### src/hdl/dma_hs_pkg.sv
package dma_hs_pkg;

	localparam int NUM_CH      = 2;
	localparam int ADDR_W      = 32;
	localparam int DATA_W      = 32;
	localparam int CH_SEL_BIT  = 4;

	// channel registers, relative to the channel block
	localparam logic [3:0] OFF_CFG   = 4'h0;
	localparam logic [3:0] OFF_ADDR  = 4'h4;
	localparam logic [3:0] OFF_COUNT = 4'h8;
	localparam logic [2:0] CH_BLOCK  = 3'h0;
	// global registers
	localparam logic [7:0] OFF_DATA_WR = 8'h20;
	localparam logic [7:0] OFF_DATA_RD = 8'h24;
	localparam logic [7:0] OFF_STATUS  = 8'h28;

	localparam logic [1:0] RESP_OKAY   = 2'h0;
	localparam logic [1:0] RESP_DECERR = 2'h3;

	typedef enum logic [1:0] {
		MODE_HANDSHAKE,
		MODE_EXT_HANDSHAKE,
		MODE_PACED_MASTER
	} hs_mode_t;

	typedef enum logic [2:0] {
		ST_IDLE,
		ST_ACTIVE,
		ST_STROBE_UP,
		ST_GRANT_UP,
		ST_GAP
	} eng_state_t;

	typedef struct packed {
		logic [3:0] ms_sel;
		logic       hold_idle;
		logic [2:0] wait_states;
		hs_mode_t   mode;
		logic       dir;
		logic       en;
	} chan_cfg_t;

	typedef struct packed {
		logic [ADDR_W-1:0] addr;
		logic [3:0]        ms_n;
		logic              rd_n;
		logic              wr_n;
		logic              sw_n;
		logic              page;
		logic [DATA_W-1:0] dout;
		logic              doe;
	} ext_bus_t;

	localparam chan_cfg_t CFG_RESET = '0;
	localparam ext_bus_t BUS_IDLE = '{addr: 32'h0000_0000, ms_n: 4'hF, rd_n: 1'b1,
		wr_n: 1'b1, sw_n: 1'b1, page: 1'b0, dout: 32'h0000_0000, doe: 1'b0};
	localparam logic [NUM_CH-1:0] GRANT_IDLE = 2'h3;

endpackage

### src/hdl/dma_request_grant_handshake.sv
`timescale 1ns/1ps
`default_nettype none
module dma_request_grant_handshake (
	input  wire logic                                 aclk,
	input  wire logic                                 aresetn,
	// axi4-lite slave
	input  wire logic [7:0]                           s_axi_awaddr,
	input  wire logic                                 s_axi_awvalid,
	output logic                                      s_axi_awready,
	input  wire logic [31:0]                          s_axi_wdata,
	input  wire logic [3:0]                           s_axi_wstrb,
	input  wire logic                                 s_axi_wvalid,
	output logic                                      s_axi_wready,
	output logic [1:0]                                s_axi_bresp,
	output logic                                      s_axi_bvalid,
	input  wire logic                                 s_axi_bready,
	input  wire logic [7:0]                           s_axi_araddr,
	input  wire logic                                 s_axi_arvalid,
	output logic                                      s_axi_arready,
	output logic [31:0]                               s_axi_rdata,
	output logic [1:0]                                s_axi_rresp,
	output logic                                      s_axi_rvalid,
	input  wire logic                                 s_axi_rready,
	// peripheral side
	input  wire logic [dma_hs_pkg::NUM_CH-1:0]        dma_request_n,
	output logic [dma_hs_pkg::NUM_CH-1:0]             dma_grant_n,
	output dma_hs_pkg::ext_bus_t                      ext_bus,
	input  wire logic                                 ack,
	input  wire logic [dma_hs_pkg::DATA_W-1:0]        data_in
);

	// ****************************************
	// state
	// ****************************************
	typedef struct packed {
		dma_hs_pkg::eng_state_t                           st;
		logic                                             ch;
		logic [2:0]                                       wcnt;
		logic                                             is_wr;
		logic [dma_hs_pkg::NUM_CH-1:0]                    grant_n;
		dma_hs_pkg::ext_bus_t                             bus;
		dma_hs_pkg::chan_cfg_t [dma_hs_pkg::NUM_CH-1:0]   cfg;
		logic [dma_hs_pkg::NUM_CH-1:0][31:0]              caddr;
		logic [dma_hs_pkg::NUM_CH-1:0][15:0]              ccount;
		logic [31:0]                                      rd_data;
		logic                                             rd_valid;
		logic                                             awready;
		logic                                             wready;
		logic [7:0]                                       awaddr;
		logic [31:0]                                      wdata;
		logic [3:0]                                       wstrb;
		logic                                             bvalid;
		logic [1:0]                                       bresp;
		logic                                             arready;
		logic                                             rvalid;
		logic [31:0]                                      rdata;
		logic [1:0]                                       rresp;
	} state_t;

	state_t                        s;
	state_t                        next_s;
	logic [dma_hs_pkg::NUM_CH-1:0] elig;
	logic                          buf_push;
	logic                          buf_pop;
	logic                          buf_in_ready;
	logic                          buf_out_valid;
	logic [31:0]                   buf_out_data;

	function automatic logic [31:0] merge(input logic [31:0] old, input logic [31:0] wd,
		input logic [3:0] st);
		logic [31:0] r;
		r = old;
		for (int b = 0; b < 4; b++) begin
			if (st[b]) begin
				r[b*8 +: 8] = wd[b*8 +: 8];
			end
		end
		return r;
	endfunction

	// ****************************************
	// write data buffer
	// ****************************************
	two_entry_buffer #(
		.W (32)
	) u_wbuf (
		.aclk      (aclk),
		.aresetn   (aresetn),
		.in_data   (s.wdata),
		.in_valid  (buf_push),
		.in_ready  (buf_in_ready),
		.out_data  (buf_out_data),
		.out_valid (buf_out_valid),
		.out_ready (buf_pop)
	);

	// ****************************************
	// per-channel start condition
	// ****************************************
	for (genvar i = 0; i < dma_hs_pkg::NUM_CH; i++) begin : g_elig
		assign elig[i] = s.cfg[i].en && (s.ccount[i] != 16'h0000)
			&& !dma_request_n[i]
			&& (s.cfg[i].dir ? buf_out_valid : !s.rd_valid);
	end

	// ****************************************
	// next state
	// ****************************************
	always_comb begin
		dma_hs_pkg::chan_cfg_t cc;
		logic                  c;
		logic                  wch;
		cc       = s.cfg[s.ch];
		c        = 1'b0;
		wch      = s.awaddr[dma_hs_pkg::CH_SEL_BIT];
		next_s   = s;
		buf_push = 1'b0;
		buf_pop  = 1'b0;

		// axi read channel; a read of the data register clears rd_valid
		if (s.arready && s_axi_arvalid) begin
			next_s.arready = 1'b0;
			next_s.rvalid  = 1'b1;
			next_s.rresp   = dma_hs_pkg::RESP_OKAY;
			next_s.rdata   = 32'h0000_0000;
			if (s_axi_araddr[7:5] == dma_hs_pkg::CH_BLOCK) begin
				case (s_axi_araddr[3:0])
					dma_hs_pkg::OFF_CFG: begin
						next_s.rdata = {20'h00000, s.cfg[s_axi_araddr[dma_hs_pkg::CH_SEL_BIT]]};
					end
					dma_hs_pkg::OFF_ADDR: begin
						next_s.rdata = s.caddr[s_axi_araddr[dma_hs_pkg::CH_SEL_BIT]];
					end
					dma_hs_pkg::OFF_COUNT: begin
						next_s.rdata = {16'h0000, s.ccount[s_axi_araddr[dma_hs_pkg::CH_SEL_BIT]]};
					end
					default: begin
						next_s.rresp = dma_hs_pkg::RESP_DECERR;
					end
				endcase
			end else if (s_axi_araddr == dma_hs_pkg::OFF_DATA_RD) begin
				next_s.rdata    = s.rd_data;
				next_s.rd_valid = 1'b0;
			end else if (s_axi_araddr == dma_hs_pkg::OFF_STATUS) begin
				next_s.rdata = {29'h0, s.rd_valid, buf_out_valid, s.st != dma_hs_pkg::ST_IDLE};
			end else begin
				next_s.rresp = dma_hs_pkg::RESP_DECERR;
			end
		end
		if (s.rvalid && s_axi_rready) begin
			next_s.rvalid  = 1'b0;
			next_s.arready = 1'b1;
		end

		// transfer engine
		case (s.st)
			dma_hs_pkg::ST_IDLE: begin
				if (|elig) begin
					c                = elig[0] ? 1'b0 : 1'b1;
					cc               = s.cfg[c];
					next_s.ch        = c;
					next_s.is_wr     = cc.dir;
					next_s.wcnt      = cc.wait_states;
					next_s.bus.addr  = s.caddr[c];
					next_s.bus.ms_n  = ~cc.ms_sel;
					if (cc.mode != dma_hs_pkg::MODE_PACED_MASTER) begin
						next_s.grant_n[c] = 1'b0;
					end
					if (cc.mode != dma_hs_pkg::MODE_HANDSHAKE) begin
						// ext-handshake strobe falls on the same edge as the grant; paced-master strobe falls with no grant
						next_s.bus.wr_n = !cc.dir;
						next_s.bus.rd_n = cc.dir;
						next_s.bus.sw_n = !(cc.dir && cc.mode == dma_hs_pkg::MODE_EXT_HANDSHAKE);
					end
					if (cc.dir) begin
						next_s.bus.dout = buf_out_data;
						next_s.bus.doe  = 1'b1;
						buf_pop         = 1'b1;
					end
					next_s.st = dma_hs_pkg::ST_ACTIVE;
				end
			end
			dma_hs_pkg::ST_ACTIVE: begin
				if (s.wcnt != 3'h0) begin
					next_s.wcnt = s.wcnt - 3'h1;
				end else if (cc.mode != dma_hs_pkg::MODE_HANDSHAKE && !ack) begin
					next_s.st = dma_hs_pkg::ST_ACTIVE;
				end else if (!dma_request_n[s.ch]) begin
					next_s.st = dma_hs_pkg::ST_ACTIVE;
				end else if (s.is_wr) begin
					next_s.bus.wr_n = 1'b1;
					next_s.bus.sw_n = 1'b1;
					next_s.st       = dma_hs_pkg::ST_STROBE_UP;
				end else begin
					next_s.rd_data    = data_in;
					next_s.rd_valid   = 1'b1;
					next_s.bus.rd_n   = 1'b1;
					next_s.grant_n[s.ch] = 1'b1;
					next_s.st         = dma_hs_pkg::ST_GRANT_UP;
				end
			end
			dma_hs_pkg::ST_STROBE_UP: begin
				next_s.grant_n[s.ch] = 1'b1;
				next_s.st            = dma_hs_pkg::ST_GRANT_UP;
			end
			dma_hs_pkg::ST_GRANT_UP: begin
				// selects and data drive dropped only once the grant is high; address is kept
				next_s.bus.ms_n      = dma_hs_pkg::BUS_IDLE.ms_n;
				next_s.bus.doe       = 1'b0;
				next_s.caddr[s.ch]   = s.caddr[s.ch] + 32'h0000_0001;
				next_s.ccount[s.ch]  = s.ccount[s.ch] - 16'h0001;
				next_s.st = cc.hold_idle ? dma_hs_pkg::ST_GAP : dma_hs_pkg::ST_IDLE;
			end
			dma_hs_pkg::ST_GAP: begin
				next_s.st = dma_hs_pkg::ST_IDLE;
			end
			default: begin
				next_s.st = dma_hs_pkg::ST_IDLE;
			end
		endcase

		// axi write channel; software writes win over engine updates
		if (s.awready && s_axi_awvalid) begin
			next_s.awready = 1'b0;
			next_s.awaddr  = s_axi_awaddr;
		end
		if (s.wready && s_axi_wvalid) begin
			next_s.wready = 1'b0;
			next_s.wdata  = s_axi_wdata;
			next_s.wstrb  = s_axi_wstrb;
		end
		if (s.bvalid && s_axi_bready) begin
			next_s.bvalid  = 1'b0;
			next_s.awready = 1'b1;
			next_s.wready  = 1'b1;
		end
		if (!s.awready && !s.wready && !s.bvalid) begin
			next_s.bresp  = dma_hs_pkg::RESP_OKAY;
			next_s.bvalid = 1'b1;
			if (s.awaddr[7:5] == dma_hs_pkg::CH_BLOCK) begin
				case (s.awaddr[3:0])
					dma_hs_pkg::OFF_CFG: begin
						next_s.cfg[wch] = dma_hs_pkg::chan_cfg_t'(
							12'(merge({20'h00000, s.cfg[wch]}, s.wdata, s.wstrb)));
					end
					dma_hs_pkg::OFF_ADDR: begin
						next_s.caddr[wch] = merge(s.caddr[wch], s.wdata, s.wstrb);
					end
					dma_hs_pkg::OFF_COUNT: begin
						next_s.ccount[wch] = 16'(merge({16'h0000, s.ccount[wch]}, s.wdata,
							s.wstrb));
					end
					default: begin
						next_s.bresp = dma_hs_pkg::RESP_DECERR;
					end
				endcase
			end else if (s.awaddr == dma_hs_pkg::OFF_DATA_WR) begin
				// stalls the response while the buffer is full
				buf_push      = 1'b1;
				next_s.bvalid = buf_in_ready;
			end else begin
				next_s.bresp = dma_hs_pkg::RESP_DECERR;
			end
		end
	end

	// ****************************************
	// registers
	// ****************************************
	always_ff @(posedge aclk) begin
		if (!aresetn) begin
			s         <= '0;
			s.st      <= dma_hs_pkg::ST_IDLE;
			s.bus     <= dma_hs_pkg::BUS_IDLE;
			s.grant_n <= dma_hs_pkg::GRANT_IDLE;
			s.cfg     <= {dma_hs_pkg::NUM_CH{dma_hs_pkg::CFG_RESET}};
			s.awready <= 1'b1;
			s.wready  <= 1'b1;
			s.arready <= 1'b1;
		end else begin
			s <= next_s;
		end
	end

	assign s_axi_awready = s.awready;
	assign s_axi_wready  = s.wready;
	assign s_axi_bresp   = s.bresp;
	assign s_axi_bvalid  = s.bvalid;
	assign s_axi_arready = s.arready;
	assign s_axi_rdata   = s.rdata;
	assign s_axi_rresp   = s.rresp;
	assign s_axi_rvalid  = s.rvalid;
	assign dma_grant_n   = s.grant_n;
	assign ext_bus       = s.bus;

endmodule // dma_request_grant_handshake
`default_nettype wire

### src/hdl/two_entry_buffer.sv
`timescale 1ns/1ps
`default_nettype none
module two_entry_buffer #(
	parameter int W = 32
) (
	input  wire logic         aclk,
	input  wire logic         aresetn,
	input  wire logic [W-1:0] in_data,
	input  wire logic         in_valid,
	output logic              in_ready,
	output logic [W-1:0]      out_data,
	output logic              out_valid,
	input  wire logic         out_ready
);

	typedef struct packed {
		logic [W-1:0] d0;
		logic [W-1:0] d1;
		logic [1:0]   cnt;
	} buf_state_t;

	buf_state_t s;
	buf_state_t next_s;

	assign in_ready  = (s.cnt != 2'h2);
	assign out_valid = (s.cnt != 2'h0);
	assign out_data  = s.d0;

	always_comb begin
		next_s = s;
		if (out_valid && out_ready) begin
			next_s.d0  = s.d1;
			next_s.cnt = s.cnt - 2'h1;
		end
		if (in_valid && in_ready) begin
			if (next_s.cnt == 2'h0) begin
				next_s.d0 = in_data;
			end else begin
				next_s.d1 = in_data;
			end
			next_s.cnt = next_s.cnt + 2'h1;
		end
	end

	always_ff @(posedge aclk) begin
		if (!aresetn) begin
			s <= '0;
		end else begin
			s <= next_s;
		end
	end

endmodule // two_entry_buffer
`default_nettype wire

### config.mk
export PLATFORM = sky130hd
export DESIGN_NAME = dma_request_grant_handshake
export DESIGN_NICKNAME = d
export VERILOG_FILES = /design/src/hdl/dma_hs_pkg.sv /design/src/hdl/dma_request_grant_handshake.sv /design/src/hdl/two_entry_buffer.sv
export SDC_FILE = /design/constraint.sdc
export NUM_CORES = 1
export LEC_CHECK = 0
export ABC_AREA = 1
export BUFFER_PORTS_ARGS = -buffer_cell sky130_fd_sc_hd__buf_2
export CORE_UTILIZATION = 25
export CTS_BUF_LIST = sky130_fd_sc_hd__clkbuf_4
export DETAILED_ROUTE_END_ITERATION = 10
export GPL_ROUTABILITY_DRIVEN = 0
export GPL_TIMING_DRIVEN = 0
export SLEW_MARGIN = 20
export SYNTH_ARGS = -nofsm -noshare
export SYNTH_HDL_FRONTEND = slang
export SYNTH_HIERARCHICAL = 1
export SYNTH_SLANG_ARGS = --single-unit
export TNS_END_PERCENT = 20
### constraint.sdc
create_clock -name aclk -period 9.05 [get_ports aclk]
set_input_delay 1.81 -clock aclk [delete_from_list [all_inputs] [get_ports aclk]]
set_output_delay 1.81 -clock aclk [all_outputs]
set_load 0.1 [all_outputs]
==> metrics.txt, run 1 <==
# TYPE chip_impl_metric gauge
chip_impl_info{name="outcome",value="complete, no violations"} 1
chip_impl_metric{name="ir_drop",unit="mV"} 0.0737
chip_impl_metric{name="clkPwrFrac",unit="%"} 42.1
chip_impl_metric{name="final_hold_violations",unit=""} 0
chip_impl_metric{name="synth_edf_count",unit=""} 0
chip_impl_metric{name="drt_wl_total",unit="mm"} 90.8
chip_impl_metric{name="worst-r2r-setup-slack",unit="ns"} 4.53
chip_impl_metric{name="fraction_of_final_layout_cells_sized_beyond_drive_strength_1",unit="%"} 17.7
chip_impl_metric{name="postRouteAntennaNets",unit=""} 0
chip_impl_metric{name="max-clock-path-buffers",unit=""} 3
chip_impl_metric{name="design.core.area",unit="um^2"} 85300
chip_impl_metric{name="cp_max_fo",unit=""} 12
chip_impl_metric{name="clkSinkCount",unit=""} 384
chip_impl_info{name="layout.cells.most_common_list",value="nand2_1 (803), o21ai_0 (483), dfxtp_1 (384)"} 1
chip_impl_metric{name="worst_ep_arrival_time",unit="ns"} 5.29
chip_impl_metric{name="grt_start_max_net_pins",unit=""} 16
chip_impl_metric{name="cts_htree_levels",unit=""} 3
chip_impl_metric{name="syn_inst",unit=""} 3323
chip_impl_metric{name="cts_resized",unit=""} 0
chip_impl_metric{name="yosys.cell_types.count",unit=""} 46
chip_impl_metric{name="antenna_found_initial",unit=""} 7
chip_impl_info{name="crit_path_category",value="flip-flop to flip-flop"} 1
chip_impl_metric{name="setup_total_negative_slack",unit="ns"} 0
chip_impl_metric{name="whs_path_depth",unit=""} 2
chip_impl_metric{name="worst_setup_hold_path_clk_slew",unit="ns"} 0.07
chip_impl_info{name="regToRegEndpoint",value="u_wbuf/s[24]"} 1
chip_impl_info{name="setup.worst_path.end_class",value="flip-flop"} 1
chip_impl_info{name="critical-path-top-cell-by-count",value="nand2_1"} 1
chip_impl_metric{name="syn-num-nets",unit=""} 3424
chip_impl_metric{name="timing_max_transition_violations_final",unit=""} 0
chip_impl_metric{name="ys_seq_elements",unit=""} 384
chip_impl_metric{name="power.density",unit="nW/um^2"} 150
chip_impl_metric{name="p_leak",unit="nW"} 10.8
chip_impl_metric{name="routed_wire_length_per_instance",unit="um"} 18.7
chip_impl_metric{name="ratio_of_routed_vias_to_standard_cells",unit=""} 4.87
chip_impl_metric{name="synthesis.area",unit="um^2"} 21500
chip_impl_metric{name="drt_first_pass_iters",unit=""} 9
chip_impl_metric{name="globalRouteOverflowTotal",unit=""} 0
chip_impl_metric{name="cap_violations",unit=""} 0
chip_impl_metric{name="power.share.switching",unit="%"} 30.0
chip_impl_metric{name="port_buffers",unit=""} 208
chip_impl_metric{name="detailedRoute.firstIterationViolations",unit=""} 2439
chip_impl_metric{name="num-nets-final",unit=""} 3736
chip_impl_metric{name="die_y",unit="um"} 296
chip_impl_metric{name="grt_pass1_wl",unit="mm"} 134
chip_impl_metric{name="chipWidth",unit="um"} 296
chip_impl_info{name="crit_path_start_kind",value="flip-flop"} 1
chip_impl_metric{name="final.fill_count",unit=""} 9620
chip_impl_info{name="synth-main-ff-cell",value="dfxtp_1"} 1
chip_impl_metric{name="setup-violations-final",unit=""} 0
chip_impl_info{name="holdCritPathClass",value="flip-flop to flip-flop"} 1
chip_impl_info{name="cp_slowest_cell",value="buf_1"} 1
chip_impl_metric{name="floorplan.io_pins",unit=""} 210
chip_impl_metric{name="dp_hpwl",unit="mm"} 69.7
chip_impl_metric{name="area_delta_synth_final",unit="%"} 17.6
chip_impl_info{name="synth.area.top_cells",value="dfxtp_1 (36%), nand2_1 (14%), o21ai_0 (11%)"} 1
chip_impl_info{name="min-delay-start",value="s[106]"} 1
chip_impl_metric{name="initial_core_util",unit="%"} 25.3
chip_impl_info{name="tritoncts_clock_tree",value="yes"} 1
chip_impl_metric{name="die-area",unit="um^2"} 87400
chip_impl_info{name="reg2reg_from",value="u_wbuf/s[0]"} 1
chip_impl_info{name="layout_commonest_cell",value="nand2_1"} 1
chip_impl_metric{name="cp_num_buf_inv",unit=""} 8
chip_impl_metric{name="netSwitchingPower",unit="mW"} 1.14
chip_impl_metric{name="worst-endpoint-required",unit="ns"} 9.82
chip_impl_metric{name="hold_ws",unit="ns"} 0.447
chip_impl_metric{name="finClkSkew",unit="ns"} 0.0883
chip_impl_metric{name="timing.critical_path.slowest_cell_delay",unit="ns"} 0.43
chip_impl_metric{name="postSynth.asyncResetShare",unit="%"} 0
chip_impl_info{name="synth_largest_area_cell",value="dfxtp_1"} 1
chip_impl_metric{name="max_freq",unit="GHz"} 0.221
chip_impl_metric{name="std_cell_rows",unit=""} 107
chip_impl_metric{name="cp.depth",unit=""} 21
chip_impl_info{name="cts.root.buffer_cell",value="clkbuf_4"} 1
chip_impl_info{name="rsz_0062_raised_after_global_routing",value="no"} 1
chip_impl_metric{name="yosys_warnings",unit=""} 6
chip_impl_metric{name="cts-hold-fix-buffers",unit=""} 0
chip_impl_metric{name="min_period",unit="ns"} 4.52
chip_impl_metric{name="cts_buffers",unit=""} 102
chip_impl_metric{name="worst_slew_margin_rel",unit="%"} 28.5
chip_impl_metric{name="pwr-share-seq",unit="%"} 46.4
chip_impl_metric{name="clock_latency",unit="ns"} 0.91
chip_impl_metric{name="synth-seq-area-share",unit="%"} 35.7
chip_impl_metric{name="route.vias.total",unit=""} 23659
chip_impl_metric{name="intPower",unit="mW"} 2.65
chip_impl_metric{name="worst_r2r_path_depth",unit=""} 21
chip_impl_metric{name="post-cts-setup-buffers",unit=""} 0
chip_impl_metric{name="drc_errors",unit=""} 0
chip_impl_metric{name="p_comb_share",unit="%"} 11.4
chip_impl_metric{name="number_of_global_route_vias_before_repair",unit=""} 22020
chip_impl_metric{name="synth.avg_cell_area",unit="um^2"} 6.48
chip_impl_info{name="cpLargestDelayFamily",value="buffers and inverters"} 1
chip_impl_metric{name="post-route-period-util",unit="%"} 49.9
chip_impl_info{name="cells_traversed_along_the_worst_timing_path",value="inv_1 -> ha_1 -> inv_2 -> buf_2 -> nor2_1 -> nor2_2 -> nand2_1 -> nand2_2 -> nand2_1 -> nor2_4 -> buf_2 -> buf_4 -> nand2_2 -> buf_4 -> nand2_1 -> nand2_1 -> ha_1 -> inv_2 -> buf_1 -> nand3_1 -> a21boi_1"} 1
chip_impl_metric{name="groute.usage.overall",unit="%"} 20.4
chip_impl_info{name="hold_end",value="s[106]"} 1
chip_impl_metric{name="synth_top_area_share",unit="%"} 35.7
chip_impl_metric{name="worstMarginPinSlew",unit="ns"} 1.07
Yosys cell counts (27+ instances only):
library cell  count
inv_1           298
a31oi_1          60
a21oi_1         205
dfxtp_1         384
buf_2            42
o21ai_0         483
nand3_1         157
nand2_1         803
buf_4           150
clkbuf_1        121
o21ai_1          27
nor2_1          356
a21boi_1         30
layout make-up:
class	instances	area, um^2	share of cell area, %
multi-input cells	2287	10700	42.1
flip-flops and latches	384	7690	30.3
plain buffers	341	2010	7.95
well taps	1144	1430	5.65
clock buffers	160	1200	4.74
inverters	311	1170	4.61
repair buffers	208	1040	4.11
clock inverters	18	113	0.444
diodes	5	12.5	0.0494
per-stage QoR:
step / power [mW] / cell area, um^2 / instances / setup slack, ns / utilization, %
final: 3.79 / 25300 / 4858 / 4.53 / 29.7
after CTS: 3.82 / 25300 / 4853 / 4.56 / 29.7
after floorplan: 2.07 / 21500 / 3323 / 4.90 / -
after detailed placement: 2.23 / 24000 / 4675 / 3.78 / 28.2
after global routing: 3.94 / 25300 / 4856 / 4.20 / 29.7
after global placement: 2.22 / 24000 / 4675 / 3.79 / 28.2
registers in the layout, summed over array words and instances (netlist names):
| name | flops |
|---|---|
| ext_bus | 72 |
| dma_grant_n | 2 |
| s_axi_wready | 1 |
| s_axi_rresp | 1 |
| s_axi_awready | 1 |
| s_axi_bvalid | 1 |
| u_wbuf/out_data | 32 |
| u_wbuf/s | 34 |
| s_axi_rdata | 32 |
| s_axi_bresp | 1 |
| s_axi_arready | 1 |
| s | 205 |
| s_axi_rvalid | 1 |
worst max path at each step:
stage                startpoint      endpoint  slack, ns
5_1_grt             u_wbuf/s[0]  u_wbuf/s[23]       4.20
2_1_floorplan  dma_request_n[0]  u_wbuf/s[27]       4.90
4_1_cts             u_wbuf/s[0]  u_wbuf/s[24]       4.56
3_5_place_dp   dma_request_n[0]  u_wbuf/s[28]       3.78
3_3_place_gp   dma_request_n[0]  u_wbuf/s[28]       3.79
6_report            u_wbuf/s[0]  u_wbuf/s[24]       4.53
power groups by stage:
stage	sequential (mW)	clock, mW	combinational, mW
after detailed placement	1.80	0	0.425
after global placement	1.80	0	0.423
after floorplan	1.79	0	0.275
after CTS	1.76	1.63	0.426
final	1.76	1.60	0.433
after global routing	1.76	1.72	0.462
worst register-to-register path, cell delays in order, from the launching register on:
cell	delay, ns
dfxtp_1	0.36
inv_1	0.10
ha_1	0.22
inv_2	0.16
buf_2	0.39
nor2_1	0.13
nor2_2	0.19
nand2_1	0.12
nand2_2	0.16
nand2_1	0.14
nor2_4	0.27
buf_2	0.35
buf_4	0.23
nand2_2	0.14
buf_4	0.23
nand2_1	0.07
nand2_1	0.06
ha_1	0.20
inv_2	0.18
buf_1	0.44
nand3_1	0.15
a21boi_1	0.15
cell families (layout without fill, tap and decap cells):
kind of cell	count (synthesis)	count (layout)	synth area share (%)
fa+ha+maj	7	7	0.406
compound gates	869	869	21.8
buf+inv	652	1038	14.8
simple gates	1386	1386	26.4
other cells	1	6	0.0174
flops	384	384	35.7
xor+xnor	24	24	0.976
per-layer routing:
layer	GRT usage, %	up-vias	routed length (um)
li1	-	11309	-
met1	24.0	10888	35600
met2	33.5	1130	41300
met3	4.19	322	7440
met4	13.2	10	6330
met5	0	-	73
Power figures use the tool's default switching activity.
==> inputs of run 2 (changes only) <==
==> constraint.sdc (replaced) <==
create_clock -name aclk -period 4.5 [get_ports aclk]
set_input_delay 0.9 -clock aclk [delete_from_list [all_inputs] [get_ports aclk]]
set_output_delay 0.9 -clock aclk [all_outputs]
set_load 0.1 [all_outputs]
==> run 2 against run 1 <==
Net effect:
- final cell count about the same
- fmax increased by 8.3%
- routed wire length is 0.15% lower
==> metrics.txt, run 2 (synthesized netlist as in run 1, its figures left out) <==
# TYPE chip_impl_metric gauge
chip_impl_metric{name="drc_errors",unit=""} 0
chip_impl_metric{name="final.fill_count",unit=""} 9618
chip_impl_metric{name="dp_hpwl",unit="mm"} 69.7
chip_impl_metric{name="routed_wire_length_per_instance",unit="um"} 18.7
chip_impl_metric{name="ratio_of_routed_vias_to_standard_cells",unit=""} 4.87
chip_impl_metric{name="whs_path_depth",unit=""} 3
chip_impl_metric{name="initial_core_util",unit="%"} 25.3
chip_impl_metric{name="drt_wl_total",unit="mm"} 90.6
chip_impl_metric{name="num-nets-final",unit=""} 3737
chip_impl_metric{name="detailed_route_wirelength_on_metal3",unit="mm"} 7.70
chip_impl_metric{name="ir_drop",unit="mV"} 0.148
chip_impl_metric{name="chipWidth",unit="um"} 296
chip_impl_metric{name="timing_max_transition_violations_final",unit=""} 0
chip_impl_info{name="cp_slowest_cell",value="dfxtp_1"} 1
chip_impl_info{name="cts.root.buffer_cell",value="clkbuf_4"} 1
chip_impl_info{name="tritoncts_clock_tree",value="yes"} 1
chip_impl_info{name="cells_traversed_along_the_worst_timing_path",value="inv_1 -> ha_1 -> inv_2 -> clkbuf_4 -> nor2_1 -> nor2_2 -> nand2_1 -> nand2_2 -> nand2_1 -> nor2_4 -> clkbuf_4 -> buf_4 -> nand2_2 -> buf_4 -> nand2_1 -> nand2_1 -> ha_1 -> inv_2 -> nand2_1 -> buf_2 -> nand2_1 -> a21boi_1"} 1
chip_impl_metric{name="worst_ep_arrival_time",unit="ns"} 4.89
chip_impl_metric{name="detailroute.wirelength.met2",unit="mm"} 41.2
chip_impl_metric{name="detailedRoute.firstIterationViolations",unit=""} 2490
chip_impl_metric{name="worst_setup_hold_path_clk_slew",unit="ns"} 0.07
chip_impl_info{name="rsz_0062_raised_after_global_routing",value="no"} 1
chip_impl_metric{name="area_delta_synth_final",unit="%"} 17.7
chip_impl_info{name="top_layer_reached_by_signal_wires",value="met5"} 1
chip_impl_metric{name="cts_buffers",unit=""} 102
chip_impl_info{name="critical-path-top-cell-by-count",value="nand2_1"} 1
chip_impl_metric{name="min_period",unit="ns"} 4.17
chip_impl_info{name="holdCritPathClass",value="input port to flip-flop"} 1
chip_impl_metric{name="post-route-period-util",unit="%"} 92.6
chip_impl_metric{name="clkSinkCount",unit=""} 384
chip_impl_metric{name="port_buffers",unit=""} 208
chip_impl_info{name="outcome",value="complete, no violations"} 1
chip_impl_metric{name="die-area",unit="um^2"} 87400
chip_impl_metric{name="cts-hold-fix-buffers",unit=""} 0
chip_impl_metric{name="postRouteAntennaNets",unit=""} 0
chip_impl_metric{name="number_of_global_route_vias_before_repair",unit=""} 22020
chip_impl_metric{name="max_freq",unit="GHz"} 0.240
chip_impl_metric{name="die_y",unit="um"} 296
chip_impl_metric{name="floorplan.io_pins",unit=""} 210
chip_impl_metric{name="cp_num_buf_inv",unit=""} 8
chip_impl_info{name="top_register",value="s"} 1
chip_impl_metric{name="clock_latency",unit="ns"} 0.91
chip_impl_metric{name="worstMarginPinSlew",unit="ns"} 1.07
chip_impl_metric{name="worst_slew_margin_rel",unit="%"} 28.6
chip_impl_metric{name="antenna_found_initial",unit=""} 7
chip_impl_metric{name="fraction_of_final_layout_cells_sized_beyond_drive_strength_1",unit="%"} 17.7
chip_impl_metric{name="std_cell_rows",unit=""} 107
chip_impl_metric{name="grt_pass1_wl",unit="mm"} 134
chip_impl_metric{name="globalRouteOverflowTotal",unit=""} 0
chip_impl_metric{name="largest_reg_flops",unit=""} 205
chip_impl_info{name="layout.cells.most_common_list",value="nand2_1 (803), o21ai_0 (483), dfxtp_1 (384)"} 1
chip_impl_metric{name="m1WireLength",unit="mm"} 35.5
chip_impl_info{name="crit_path_category",value="flip-flop to flip-flop"} 1
chip_impl_metric{name="worst_r2r_path_depth",unit=""} 22
chip_impl_metric{name="worst-endpoint-required",unit="ns"} 5.22
chip_impl_metric{name="dpl_cell_area",unit="um^2"} 24000
chip_impl_metric{name="route.vias.total",unit=""} 23640
chip_impl_metric{name="design.core.area",unit="um^2"} 85300
chip_impl_metric{name="setup_total_negative_slack",unit="ns"} 0
chip_impl_metric{name="drt_first_pass_iters",unit=""} 8
chip_impl_metric{name="cp_max_fo",unit=""} 12
chip_impl_info{name="layout_commonest_cell",value="nand2_1"} 1
chip_impl_metric{name="cp.depth",unit=""} 22
chip_impl_metric{name="final_hold_violations",unit=""} 0
chip_impl_metric{name="cap_violations",unit=""} 0
chip_impl_metric{name="power.density",unit="nW/um^2"} 300
chip_impl_info{name="cpLargestDelayFamily",value="buffers and inverters"} 1
chip_impl_metric{name="finClkSkew",unit="ns"} 0.0863
chip_impl_metric{name="final_area",unit="um^2"} 25400
chip_impl_info{name="setup.worst_path.end_class",value="flip-flop"} 1
chip_impl_metric{name="timing.critical_path.slowest_cell_delay",unit="ns"} 0.36
chip_impl_metric{name="p_leak",unit="nW"} 10.8
chip_impl_metric{name="groute.usage.overall",unit="%"} 20.4
chip_impl_info{name="crit_path_start_kind",value="flip-flop"} 1
chip_impl_metric{name="max-clock-path-buffers",unit=""} 3
chip_impl_metric{name="grt_start_max_net_pins",unit=""} 16
chip_impl_metric{name="setup-violations-final",unit=""} 0
chip_impl_metric{name="cts_htree_levels",unit=""} 3
run 2: cell count changes in the layout (fill, tap and decap cells not counted):
cell | previous run | this run
clkbuf_4 | 160 | 162
buf_2 | 251 | 249
buf_4 | 150 | 151
buf_1 | 12 | 10
clkbuf_2 | 1 | 3
run 2: metal layers:
metal	global-route usage, %	vias up
met5	0	-
met4	13.2	10
met3	4.19	337
met2	33.5	1134
met1	24.0	10836
li1	-	11323
run 2: layout make-up:
cell class / count / area [um^2] / area share, %
multi-input combinational: 2287 / 10700 / 42.1
sequential: 384 / 7690 / 30.3
buffer: 341 / 2020 / 7.97
tap: 1144 / 1430 / 5.64
clock buffer: 160 / 1200 / 4.74
inverter: 311 / 1170 / 4.60
timing repair buffer: 209 / 1050 / 4.13
clock inverter: 18 / 113 / 0.444
antenna: 5 / 12.5 / 0.0493
run 2: worst reg2reg max path, stage by stage (launching register included):
cell	delay, ns
dfxtp_1	0.36
inv_1	0.10
ha_1	0.22
inv_2	0.16
clkbuf_4	0.32
nor2_1	0.11
nor2_2	0.18
nand2_1	0.12
nand2_2	0.16
nand2_1	0.15
nor2_4	0.21
clkbuf_4	0.29
buf_4	0.20
nand2_2	0.14
buf_4	0.23
nand2_1	0.07
nand2_1	0.06
ha_1	0.20
inv_2	0.18
nand2_1	0.21
buf_2	0.25
nand2_1	0.08
a21boi_1	0.05
run 2: worst paths after layout:
path | from | to | slack [ns]
max | u_wbuf/s[0] | u_wbuf/s[21] | 0.33
min | s_axi_rready | s_axi_arready | 0.24
max reg2reg | u_wbuf/s[0] | u_wbuf/s[21] | 0.33
min reg2reg | s[97] | s[97] | 0.45
run 2: per-stage QoR:
stage | hold WS (ns) | util (%) | std cells | total power [mW] | worst slack [ns]
final | 0.235 | 29.7 | 4859 | 7.62 | 0.332
after global routing | 0.222 | 29.7 | 4857 | 7.93 | 0.0501
after CTS | 0.179 | 29.7 | 4853 | 7.68 | 0.00918
after detailed placement | 0.438 | 28.2 | 4675 | 4.48 | 0.0411
after global placement | 0.434 | 28.2 | 4675 | 4.47 | 0.0751
after floorplan | 0.424 | - | 3323 | 4.16 | 1.26
run 2: where the power goes:
| group | leakage (nW) | switching (mW) | internal [mW] |
|---|---|---|---|
| sequential | 3.11 | 0.0753 | 3.47 |
| combinational | 6.91 | 0.657 | 0.212 |
| clock | 0.787 | 1.55 | 1.66 |
run 2: what timing repair did:
action,4_1_cts,5_1_grt
buffers inserted,0,1
resized for setup,0,4
endpoints found under the setup margin,0,61
